===== config.mk =====
export PLATFORM = sky130hd
export DESIGN_NAME = spi_cmd_port
export DESIGN_NICKNAME = d
export VERILOG_FILES = /design/src/hw/spi_cmd_port.v /design/src/hw/sync2.v /design/src/hw/word_buf.v
export VERILOG_INCLUDE_DIRS = /design/src /design/src/hw
export SDC_FILE = /design/constraint.sdc
export NUM_CORES = 1
export LEC_CHECK = 0
export BUFFER_PORTS_ARGS = -buffer_cell sky130_fd_sc_hd__buf_2
export CAP_MARGIN = 40
export CORE_UTILIZATION = 53
export CTS_CLUSTER_SIZE = 24
export DETAILED_ROUTE_END_ITERATION = 16
export PLACE_DENSITY = 0.78
export SLEW_MARGIN = 20
export SYNTH_ARGS = -nofsm -noshare
export SYNTH_HDL_FRONTEND = slang
export SYNTH_HIERARCHICAL = 1
export SYNTH_SLANG_ARGS = --single-unit
export TNS_END_PERCENT = 20

===== constraint.sdc =====
create_clock -name clock -period 2.1 [get_ports clock]
set_input_delay 0.63 -clock clock [delete_from_list [all_inputs] [get_ports clock]]
set_output_delay 0.63 -clock clock [all_outputs]
set_load 0.03 [all_outputs]

===== src/hw/spi_cmd_defines.vh =====
// Purpose: Shared constants for the four-wire serial command port.
// Assumes: Included by the port module only; the sync and buffer files do not use it.
// Notes: Frame is one command byte then sixteen data bits.
//
// Contract
// - Strap low picks two-wire port, high picks four-wire port; hold constant. No two-wire logic here: strap low leaves the port idle.
// - Each frame is exactly 24 bits: command byte then 16 data bits.
// - Input data is sampled on rising serial clock edges, either idle level.
// - A frame starts on the falling edge of chip select.
// - Read data is shifted out on falling serial clock edges.
// - Serial output floats whenever chip select is high.
// - A write executes only after 24 clocks and a chip select rise.
// - Chip select rising before the 23rd rising edge discards the command.
// - Early chip select rise during read floats output, resets port, loses data.
// - Device is slave only; master drives the serial clock.
// - In four-wire mode address pins act as chip select and output.
// - Activity output is high while the port is busy.
// - Serial clock rates up to 20 MHz are supported.
// - First four returned data bits of a read are ones.
// - Command top bit selects direction; zero means write.
`ifndef SPI_CMD_DEFINES_VH
`define SPI_CMD_DEFINES_VH

`define FRAME_BITS 5'h18
`define CMD_BITS 5'h08
`define ABORT_EDGE 5'h17
`define DIR_BIT 7
`define ONES_BITS 4
`define ONES_MASK 16'hF000
`define CLK_PERIOD_NS 5
`define SCLK_MAX_MHZ 20
`define SCLK_MIN_NS (1000 / `SCLK_MAX_MHZ)
`define SCLK_MIN_CYC ((`SCLK_MIN_NS + `CLK_PERIOD_NS - 1) / `CLK_PERIOD_NS)
`define BUF_DEPTH 2
`define MODE_WAIT 2'h2

`endif


===== src/hw/spi_cmd_port.v =====
// Purpose: Four-wire serial slave command port: 24-bit frames, write/read.
// Assumes: Serial pins are sampled by a 200 MHz clock through two flops.
// Notes: Serial clock up to 20 MHz; writes leave through a two-entry buffer.
`timescale 1ns/1ps
`include "spi_cmd_defines.vh"
module spi_cmd_port (
    input wire clock, // 200 MHz block clock
    input wire rst_b, // Async reset, active low
    input wire spi_mode_sel, // Strap: high four-wire, low leaves the port idle (no two-wire logic)
    input wire serial_clk, // Serial clock pin from master
    input wire serial_din, // Serial data in pin
    input wire addr0_or_chip_select, // Chip select pin, active low
    input wire addr2_or_unused, // Unused in four-wire mode
    output wire addr1_or_serial_out, // Serial output data
    output wire addr1_or_serial_out_oe, // Serial output drive enable
    output reg [6:0] rd_addr, // Read register address
    output reg rd_req, // Read address valid pulse
    input wire [15:0] rd_data, // Read data, sampled in the same cycle as rd_req
    output wire wr_valid, // Write word available
    input wire wr_ready, // Receiver takes write word
    output wire [6:0] wr_addr, // Write register address
    output wire [15:0] wr_data, // Write data
    output wire busy // Activity indicator
);
    localparam ST_IDLE = 2'h0;
    localparam ST_SHIFT = 2'h1;
    localparam ST_DONE = 2'h2;

    wire sclk_s;
    wire din_s;
    wire cs_b_s;
    wire mode_s;
    reg [1:0] mode_wait_ff;
    reg sclk_d_ff;
    reg cs_d_ff;
    reg mode_ff;
    reg mode_cap_ff;
    reg [1:0] state_ff;
    reg [1:0] nxt_state;
    reg [4:0] rise_cnt_ff;
    reg [4:0] fall_cnt_ff;
    reg [22:0] shift_ff;
    reg [15:0] out_sr_ff;
    reg rd_frame_ff;
    reg dout_ff;
    reg oe_ff;
    reg push_ff;
    reg [22:0] push_word_ff;
    wire sclk_rise;
    wire sclk_fall;
    wire cs_fall;
    wire cs_rise;
    wire push_ready;
    wire [22:0] buf_out;

    // Pins come from the master's domain, so each passes two flops
    sync2 #(.RST_VAL(1'b0)) u_sync_sclk (
        .clock(clock),
        .rst_b(rst_b),
        .din(serial_clk),
        .dout(sclk_s)
    );
    sync2 #(.RST_VAL(1'b0)) u_sync_din (
        .clock(clock),
        .rst_b(rst_b),
        .din(serial_din),
        .dout(din_s)
    );
    sync2 #(.RST_VAL(1'b1)) u_sync_cs (
        .clock(clock),
        .rst_b(rst_b),
        .din(addr0_or_chip_select),
        .dout(cs_b_s)
    );
    // The strap is a pin as well, static or not
    sync2 #(.RST_VAL(1'b0)) u_sync_mode (
        .clock(clock),
        .rst_b(rst_b),
        .din(spi_mode_sel),
        .dout(mode_s)
    );

    // Strap caught once and held; the wait skips the sync's reset value
    always @(posedge clock or negedge rst_b) begin
        if (!rst_b) begin
            mode_ff <= 1'b0;
            mode_cap_ff <= 1'b0;
            mode_wait_ff <= 2'h0;
        end else if (!mode_cap_ff) begin
            if (mode_wait_ff == `MODE_WAIT) begin
                mode_ff <= mode_s;
                mode_cap_ff <= 1'b1;
            end else begin
                mode_wait_ff <= mode_wait_ff + 2'h1;
            end
        end
    end

    // Edge detectors on synchronised copies
    always @(posedge clock or negedge rst_b) begin
        if (!rst_b) begin
            sclk_d_ff <= 1'b0;
            cs_d_ff <= 1'b1;
        end else begin
            sclk_d_ff <= sclk_s;
            cs_d_ff <= cs_b_s;
        end
    end
    // Rising edge sampling works for either clock idle level
    // Five samples per half period at the top serial rate keep every edge visible
    assign sclk_rise = sclk_s && !sclk_d_ff;
    assign sclk_fall = !sclk_s && sclk_d_ff;
    assign cs_fall = !cs_b_s && cs_d_ff;
    assign cs_rise = cs_b_s && !cs_d_ff;

    // Frame state: counting is the same for bytes or a stream
    always @* begin
        nxt_state = state_ff;
        case (state_ff)
            ST_IDLE: begin
                if (cs_fall && mode_ff && mode_cap_ff) begin
                    nxt_state = ST_SHIFT;
                end
            end
            ST_SHIFT: begin
                if (cs_rise) begin
                    nxt_state = ST_IDLE;
                end else if (rise_cnt_ff == `FRAME_BITS && !rd_frame_ff) begin
                    nxt_state = ST_DONE;
                end
            end
            ST_DONE: begin
                if (cs_rise) begin
                    nxt_state = ST_IDLE;
                end
            end
            default: nxt_state = ST_IDLE;
        endcase
    end

    // Shift register and edge counters
    always @(posedge clock or negedge rst_b) begin
        if (!rst_b) begin
            state_ff <= ST_IDLE;
            rise_cnt_ff <= 5'h00;
            fall_cnt_ff <= 5'h00;
            shift_ff <= 23'h000000;
            rd_frame_ff <= 1'b0;
        end else begin
            state_ff <= nxt_state;
            if (state_ff == ST_IDLE) begin
                rise_cnt_ff <= 5'h00;
                fall_cnt_ff <= 5'h00;
                rd_frame_ff <= 1'b0;
            end else begin
                if (sclk_rise && rise_cnt_ff != `FRAME_BITS) begin
                    rise_cnt_ff <= rise_cnt_ff + 5'h01;
                    shift_ff <= {shift_ff[21:0], din_s};
                    if (rise_cnt_ff == 5'h00) begin
                        rd_frame_ff <= din_s;
                    end
                end
                if (sclk_fall && rise_cnt_ff != 5'h00) begin
                    fall_cnt_ff <= fall_cnt_ff + 5'h01;
                end
            end
        end
    end

    // Address decode once the command byte is in
    always @(posedge clock or negedge rst_b) begin
        if (!rst_b) begin
            rd_addr <= 7'h00;
            rd_req <= 1'b0;
        end else begin
            rd_req <= 1'b0;
            if (state_ff == ST_SHIFT && sclk_rise && rise_cnt_ff == `CMD_BITS - 5'h01) begin
                rd_addr <= {shift_ff[5:0], din_s};
                rd_req <= rd_frame_ff;
            end
        end
    end

    // Output shifter: the bit after the command goes out on the fall after the 8th rise
    always @(posedge clock or negedge rst_b) begin
        if (!rst_b) begin
            out_sr_ff <= 16'h0000;
            dout_ff <= 1'b0;
            oe_ff <= 1'b0;
        end else begin
            if (rd_req) begin
                out_sr_ff <= rd_data | `ONES_MASK;
            end
            if (cs_b_s || state_ff == ST_IDLE || !mode_ff) begin
                oe_ff <= 1'b0;
            end else if (rd_frame_ff && sclk_fall && fall_cnt_ff >= `CMD_BITS - 5'h01
                         && fall_cnt_ff < `FRAME_BITS - 5'h01) begin
                dout_ff <= out_sr_ff[15];
                out_sr_ff <= {out_sr_ff[14:0], 1'b0};
                oe_ff <= 1'b1;
            end
        end
    end
    assign addr1_or_serial_out = dout_ff;
    assign addr1_or_serial_out_oe = oe_ff;

    // Write pushed only when complete frame closes with chip select rise
    always @(posedge clock or negedge rst_b) begin
        if (!rst_b) begin
            push_ff <= 1'b0;
            push_word_ff <= 23'h000000;
        end else begin
            if (push_ff && push_ready) begin
                push_ff <= 1'b0;
            end
            if (state_ff == ST_DONE && cs_rise) begin
                push_ff <= 1'b1;
                push_word_ff <= shift_ff;
            end
        end
    end

    // A stalled receiver backs up two words here and one in push_word_ff; a fourth write overwrites that one
    word_buf #(.WIDTH(23), .DEPTH(`BUF_DEPTH), .AW(1)) u_buf (
        .clock(clock),
        .rst_b(rst_b),
        .in_valid(push_ff),
        .in_ready(push_ready),
        .in_data(push_word_ff),
        .out_valid(wr_valid),
        .out_ready(wr_ready),
        .out_data(buf_out)
    );
    assign wr_addr = buf_out[22:16];
    assign wr_data = buf_out[15:0];

    // Busy during a frame or while writes are pending
    assign busy = (state_ff != ST_IDLE) || push_ff || wr_valid;
endmodule


===== src/hw/sync2.v =====
// Purpose: Two-stage synchroniser for one level from outside the clock domain.
// Assumes: Asynchronous active-low reset.
// Notes: The first stage feeds only the second.
`timescale 1ns/1ps
module sync2 #(
    parameter RST_VAL = 1'b0
) (
    input wire clock, // Block clock
    input wire rst_b, // Async reset, active low
    input wire din, // Asynchronous level
    output wire dout // Synchronised level
);
    reg meta_ff;
    reg sync_ff;

    // Two flops; the first is read by nothing else
    always @(posedge clock or negedge rst_b) begin
        if (!rst_b) begin
            meta_ff <= RST_VAL;
            sync_ff <= RST_VAL;
        end else begin
            meta_ff <= din;
            sync_ff <= meta_ff;
        end
    end
    assign dout = sync_ff;
endmodule


===== src/hw/word_buf.v =====
// Purpose: Two-entry valid/ready buffer for completed write words.
// Assumes: Same clock on both sides.
// Notes: Depth is a power of two; data out comes from storage registers.
`timescale 1ns/1ps
module word_buf #(
    parameter WIDTH = 23,
    parameter DEPTH = 2,
    parameter AW = 1
) (
    input wire clock, // Block clock
    input wire rst_b, // Async reset, active low
    input wire in_valid, // Word offered
    output wire in_ready, // Space free
    input wire [WIDTH-1:0] in_data, // Offered word
    output wire out_valid, // Word held
    input wire out_ready, // Receiver takes word
    output wire [WIDTH-1:0] out_data // Oldest word
);
    reg [WIDTH-1:0] mem_ff [0:DEPTH-1];
    reg [AW-1:0] wr_ff;
    reg [AW-1:0] rd_ff;
    reg [AW:0] cnt_ff;
    wire push;
    wire pop;

    assign in_ready = (cnt_ff != DEPTH[AW:0]);
    assign out_valid = (cnt_ff != {(AW+1){1'b0}});
    assign push = in_valid && in_ready;
    assign pop = out_valid && out_ready;
    assign out_data = mem_ff[rd_ff];

    // Storage has no reset; occupancy guards it
    always @(posedge clock) begin
        if (push) begin
            mem_ff[wr_ff] <= in_data;
        end
    end

    // Pointers and count
    always @(posedge clock or negedge rst_b) begin
        if (!rst_b) begin
            wr_ff <= {AW{1'b0}};
            rd_ff <= {AW{1'b0}};
            cnt_ff <= {(AW+1){1'b0}};
        end else begin
            if (push) begin
                wr_ff <= wr_ff + 1'b1;
            end
            if (pop) begin
                rd_ff <= rd_ff + 1'b1;
            end
            if (push && !pop) begin
                cnt_ff <= cnt_ff + 1'b1;
            end else if (pop && !push) begin
                cnt_ff <= cnt_ff - 1'b1;
            end
        end
    end
endmodule


==> results.sh, run 1 <==
export IMPL_global_route_usage_total_pct=18.2
export IMPL_gr_max_usage_layer="met2"
export IMPL_cap_violations=0
export IMPL_fillers=741
export IMPL_cts_max_level=4
export IMPL_viasPerCell=5.26
export IMPL_path_class="register to primary output"
export IMPL_synth_area_leaders="dfrtp_1 (42%), edfxtp_1 (23%), mux2_2 (14%), mux2_4 (6.0%), dfstp_2 (1.3%)"
export IMPL_yosys_area_top_type="dfrtp_1"
export IMPL_cts_buffers=17
export IMPL_setup_viol=24
export IMPL_rsz0062_at_grt="true"
export IMPL_use_met2_pct=30.9
export IMPL_vias=3188
export IMPL_tns_ns=-1.77
export IMPL_yosysWarnings=6
export IMPL_path_clk_slew_ns=0.06
export IMPL_cp_cell_sequence="or2_4 > or3_4 > buf_6"
export IMPL_num_nets_final=482
export IMPL_start_util_pct=54.8
export IMPL_num_antenna_cells=0
export IMPL_end_kind="primary output"
export IMPL_rows=38
export IMPL_yosys_cell_count_top_type="dfrtp_1"
export IMPL_report_final_slew_viol_count=0
export IMPL_dp_hpwl_mm=5.80
export IMPL_drt_iter0_markers=126
export IMPL_clk_latency_ns=0.41
export IMPL_detail_route_drc_violations=0
export IMPL_worstMarginPinSlew_ns=0.785
export IMPL_clock_fmax_ghz=0.458
export IMPL_ir_worst_vdd_mv=0.660
export IMPL_fin_cells=606
export IMPL_synthDistinctLibCells=40
export IMPL_die_w_um=108
export IMPL_syn2layout_area_growth_pct=22.6
export IMPL_violations="setup timing"
export IMPL_synth_top_cell_area_share_pct=42.2
export IMPL_cts_buffer_depth=2
export IMPL_die_y_um=108
export IMPL_use_met1_pct=22.7
export IMPL_cp_top_family="simple AND/OR/NAND/NOR gates"
export IMPL_min_path_type="input pin to asynchronous set/reset pin"
export IMPL_fin_ws_ns=-0.0856
export IMPL_core_region_area_mm2=0.0109
export IMPL_postLayoutCoreUtil_pct=67.2
export IMPL_grt_max_degree=43
export IMPL_cp_required_ns=1.47
export IMPL_wl_per_cell_um=15.9
export IMPL_synth_seq_cells=150
export IMPL_startpoint_type="register"
export IMPL_ys_flop_type="dfrtp_1"
export IMPL_status="finished with violations"
export IMPL_critical_path_slowest_cell="dfrtp_1"
export IMPL_cts_hold_buf=0
export IMPL_synth_common_cells="dfrtp_1 (101), mux2_2 (76), edfxtp_1 (46)"
export IMPL_wirelength_mm=9.62
export IMPL_grt_pass1_wl_mm=16.0
export IMPL_cp_max_fo=2
export IMPL_synth_area_mm2=0.00599
export IMPL_grt_overflow=0
export IMPL_synth_area_per_cell_um2=16.1
export IMPL_min_period_ns=2.19
export IMPL_cts_tree="done"
export IMPL_slew_headroom_pct=47.5
export IMPL_gp_congestion=0.709
export IMPL_skew_ns=0.00832
export IMPL_cts_num_sinks=150
export IMPL_p_per_area_mw_per_mm2=851
export IMPL_layout_drive_gt1_share_pct=47.0
export IMPL_max_stage_delay_ns=0.38
export IMPL_crit_buf_inv=1
export IMPL_finalCritPeriodShare_pct=104
export IMPL_yosysSeqAreaShare_pct=66.5
export IMPL_dr_pass1_iters=4
export IMPL_synth_nets=402
export IMPL_synth_edff_count=46
export IMPL_synth_async_reset_ratio_pct=69.3
export IMPL_antenna_found_initial=0
export IMPL_synthCells=373
export IMPL_antenna_left=0
export IMPL_holdWs_ns=0.127
export IMPL_met3_usage_pct=5.24
export IMPL_io_buffers=53
export IMPL_hold_viol_final=0
export IMPL_p_leak_nw=3.29
export IMPL_cts_root_buf="clkbuf_16"
export IMPL_dieArea_mm2=0.0117
export IMPL_place_inst=564
export IMPL_arrival_ns=1.56
export IMPL_io_pins=59
export IMPL_grt_pass1_vias=3348
-- power by group --
| group | total [W] | internal (W) | switching, W |
|---|---|---|---|
| Sequential | 0.00313 | 0.00306 | 0.0000611 |
| Combinational | 0.000219 | 0.000105 | 0.000115 |
| Clock | 0.00291 | 0.00167 | 0.00124 |
-- cell type report --
| class | count | area, µm² | area share, % |
|---|---|---|---|
| Multi-Input combinational cell | 198 | 1890 | 25.8 |
| Tap cell | 140 | 175 | 2.38 |
| Clock inverter | 14 | 141 | 1.92 |
| Sequential cell | 150 | 3990 | 54.3 |
| Clock buffer | 18 | 429 | 5.84 |
| Timing Repair Buffer | 75 | 679 | 9.25 |
| Inverter | 11 | 41.3 | 0.562 |
-- metal layers --
| metal | part of all wire [%] | vias up |
|---|---|---|
| met3 | 4.2 | 11 |
| met5 | 0 | - |
| met2 | 51 | 68 |
| li1 | - | 1499 |
| met1 | 44 | 1610 |
| met4 | 0.95 | 0 |
-- stage by stage --
step	setup WS (ns)	power, W	cell area [µm²]
global route	-0.127	0.00646	7350
finish	-0.0856	0.00625	7350
detailed placement	0.0954	0.00338	6480
CTS	-0.110	0.00630	7280
floorplan	0.0907	0.00327	5990
global placement	0.137	0.00337	6480
-- placed cells by master, fill, tap and decap left out, types with 9 or more instances in the layout --
cell type and n:
buf_6 23, mux2_4 28, buf_2 28, edfxtp_1 46, buf_4 17, inv_1 11
dfrtp_1 100, nor2_1 18, mux2_2 72, xnor2_1 9, clkbuf_16 18
-- kinds of logic after synthesis --
logic type | after synthesis | share of synthesized area, %
AO/OA/AOI/OAI | 14 | 1.40
XOR/XNOR | 14 | 2.05
adder cells (fa/ha/maj) | 5 | 1.04
buffers and inverters | 25 | 2.44
flip-flops | 150 | 66.5
multiplexers | 104 | 21.0
AND/OR/NAND/NOR | 61 | 5.59
-- what timing repair did --
| item | CTS | global route |
|---|---|---|
| setup buffers | 6 | 2 |
| pin swaps | 2 | 4 |
| gates resized for setup | 51 | 5 |
| endpoints found under the setup margin | 23 | 39 |
| cloned | 1 | 1 |
| endpoints found under the hold margin | 0 | 0 |
-- registers in the layout, indices dropped and copies added (netlist names), 2 cells and up --
register	cells
fall_cnt_ff	5
rise_cnt_ff	5
state_ff	2
u_buf/cnt_ff	2
mode_wait_ff	2
rd_addr	7
shift_ff	23
u_buf/mem_ff	46
push_word_ff	23
out_sr_ff	16
-- worst paths after layout --
path	startpoint	endpoint	slack, ns	depth (start not counted)
min in group clock	addr0_or_chip_select	u_sync_cs/meta_ff	0.31	1
worst min register to register	u_sync_sclk/meta_ff	u_sync_sclk/dout	0.35	0
worst max-delay path	state_ff[0]	busy	-0.09	3
worst min-delay path	rst_b	out_sr_ff[5]	0.13	1
worst max register to register	fall_cnt_ff[0]	out_sr_ff[3]	0.16	6
max in group asynchronous	rst_b	u_buf/rd_ff	1.43	2
No activity file was read; power rests on OpenSTA's default activity.
==> inputs of run 2 (changes only) <==
- SYNTH_HIERARCHICAL: 1 -> default
==> results.sh, run 2 <==
export IMPL_synthDistinctLibCells=40
export IMPL_largest_register_ffs=46
export IMPL_grt_max_degree=40
export IMPL_top_register="u_buf.mem_ff"
export IMPL_synth_area_per_cell_um2=15.8
export IMPL_ir_worst_vdd_mv=0.550
export IMPL_final_common_cell="dfrtp_1"
export IMPL_min_path_type="input pin to asynchronous set/reset pin"
export IMPL_dieArea_mm2=0.0116
export IMPL_violations="setup timing"
export IMPL_ys_flop_type="dfrtp_1"
export IMPL_num_antenna_cells=0
export IMPL_synth_seq_cells=150
export IMPL_yosysSeqAreaShare_pct=67.3
export IMPL_die_y_um=108
export IMPL_gp_congestion=0.787
export IMPL_die_w_um=108
export IMPL_cts_tree="done"
export IMPL_slew_headroom_pct=66.8
export IMPL_critical_path_slowest_cell="dfrtp_2"
export IMPL_cp_max_fo=12
export IMPL_dr_pass1_iters=4
export IMPL_synthCells=374
export IMPL_synth_top_cell_area_share_pct=42.7
export IMPL_reg_largest_list="u_buf.mem_ff x46, push_word_ff x23, shift_ff x23"
export IMPL_cp_cell_sequence="buf_12 > mux2_4 > buf_4"
export IMPL_worstMarginPinSlew_ns=0.498
export IMPL_antenna_found_initial=0
export IMPL_layout_drive_gt1_share_pct=45.9
export IMPL_synth_area_leaders="dfrtp_1 (43%), edfxtp_1 (23%), mux2_2 (18%), mux2_4 (1.5%), dfstp_2 (1.3%)"
export IMPL_core_region_area_mm2=0.0109
export IMPL_drt_iter0_markers=146
export IMPL_report_final_slew_viol_count=0
export IMPL_global_route_usage_total_pct=18.6
export IMPL_final_cell_mix="dfrtp_1 (98), mux2_2 (86), edfxtp_1 (46)"
export IMPL_startpoint_type="register"
export IMPL_rows=38
export IMPL_skew_ns=0.00965
export IMPL_p_leak_nw=3.18
export IMPL_path_clk_slew_ns=0.06
export IMPL_cap_violations=0
export IMPL_rsz0062_at_grt="true"
export IMPL_synth_async_reset_ratio_pct=69.3
export IMPL_num_nets_final=474
export IMPL_min_period_ns=2.26
export IMPL_wirelength_mm=9.55
export IMPL_end_kind="primary output"
export IMPL_cts_buffers=17
export IMPL_cts_buffer_depth=2
export IMPL_hold_viol_final=0
export IMPL_cp_required_ns=1.47
export IMPL_synth_common_cells="dfrtp_1 (101), mux2_2 (93), edfxtp_1 (46)"
export IMPL_grt_pass1_vias=3305
export IMPL_wl_per_cell_um=16.0
export IMPL_yosys_cell_count_top_type="dfrtp_1"
export IMPL_p_per_area_mw_per_mm2=873
export IMPL_cts_num_sinks=150
export IMPL_fin_ws_ns=-0.163
export IMPL_yosys_area_top_type="dfrtp_1"
export IMPL_postLayoutCoreUtil_pct=66.3
export IMPL_yosysWarnings=0
export IMPL_detail_route_drc_violations=0
export IMPL_cts_root_buf="clkbuf_8"
export IMPL_viasPerCell=5.21
export IMPL_synth_edff_count=46
export IMPL_setup_viol=24
export IMPL_synth_area_mm2=0.00593
export IMPL_status="finished with violations"
export IMPL_tns_ns=-3.37
export IMPL_vias=3117
export IMPL_synth_nets=403
export IMPL_max_stage_delay_ns=0.46
export IMPL_clock_fmax_ghz=0.442
export IMPL_post_cts_buffers=0
export IMPL_syn2layout_area_growth_pct=21.9
export IMPL_io_pins=59
export IMPL_clk_latency_ns=0.51
export IMPL_io_buffers=53
export IMPL_finalCritPeriodShare_pct=108
export IMPL_arrival_ns=1.63
export IMPL_cts_max_level=4
export IMPL_start_util_pct=54.4
export IMPL_path_class="register to primary output"
export IMPL_grt_overflow=0
export IMPL_grt_pass1_wl_mm=16.0
export IMPL_antenna_left=0
export IMPL_cts_hold_buf=0
export IMPL_dp_hpwl_mm=6.03
-- run 2: cell count changes after synthesis, sizes merged, moves of 2 or more --
cell,change
nand2b,-2
nand3b,+3
nor3,-2
nor4b,+3
-- run 2: worst paths after layout --
check / from / cells after the start / slack, ns / to
setup / recovery: u_buf.rd_ff / 3 / -0.16 / wr_data[0]
max in group asynchronous: rst_b / 2 / 1.41 / u_buf.rd_ff
hold / removal: rst_b / 1 / 0.09 / fall_cnt_ff[0]
hold reg to reg: u_sync_sclk.meta_ff / 0 / 0.35 / u_sync_sclk.dout
min in group clock: addr0_or_chip_select / 1 / 0.22 / u_sync_cs.meta_ff
setup reg to reg: fall_cnt_ff[0] / 6 / 0.24 / out_sr_ff[14]
-- run 2: stage by stage --
stage,total power (W),setup slack (ns),cell area [µm²],hold slack [ns],instances
global route,0.00654,-0.211,7220,0.112,598
floorplan,0.00327,0.0900,5930,0.331,374
CTS,0.00636,-0.218,7120,0.0919,597
finish,0.00630,-0.163,7220,0.0913,598
global placement,0.00337,0.121,6420,0.333,565
detailed placement,0.00338,0.0531,6420,0.335,565
-- run 2: timing repair --
action,CTS,global route
endpoints found under the setup margin,24,34
pin swaps,2,0
gates resized for setup,37,24
gates cloned,0,1
-- run 2: cells by family (layout without fill, tap and decap cells) --
group | count (synthesis) | count (layout) | share of synthesized area [%]
buffers and inverters | 27 | 111 | 2.45
xor gates and xnor gates | 14 | 14 | 2.07
and+or+nand+nor | 58 | 58 | 5.38
muxes | 104 | 104 | 20.0
adders and majority gates | 5 | 5 | 1.06
AOI/OAI and AO/OA | 16 | 16 | 1.71
DFF | 150 | 150 | 67.3
-- run 2: area by class of cell --
cell class,instances,area [µm²]
repair buffers,67,591
clock buffers,17,414
multi-input cells,197,1830
inverters,12,45.0
fillers,747,3660
well taps,140,175
flip-flops and latches,150,3990
clock inverters,15,174
-- run 2: report_power, final --
part	switching, W	internal, W
Sequential	0.0000624	0.00307
Combinational	0.000109	0.0000983
Clock	0.00115	0.00181
Total	0.00133	0.00498
-- run 2: critical path: cells and delay by family, from the launching register on --
kind                   cells  cell delay (ns)
multiplexers               1             0.32
buffers and inverters      2             0.34
flip-flops                 1             0.46
-- run 2: routing by layer --
metal | GRT usage, % | part of all wire [%] | vias up
li1 | - | - | 1480
met1 | 22.1 | 43 | 1581
met2 | 32.3 | 53 | 44
met3 | 4.72 | 2.2 | 12
met4 | 7.53 | 1.5 | 0
met5 | 0 | 0 | -
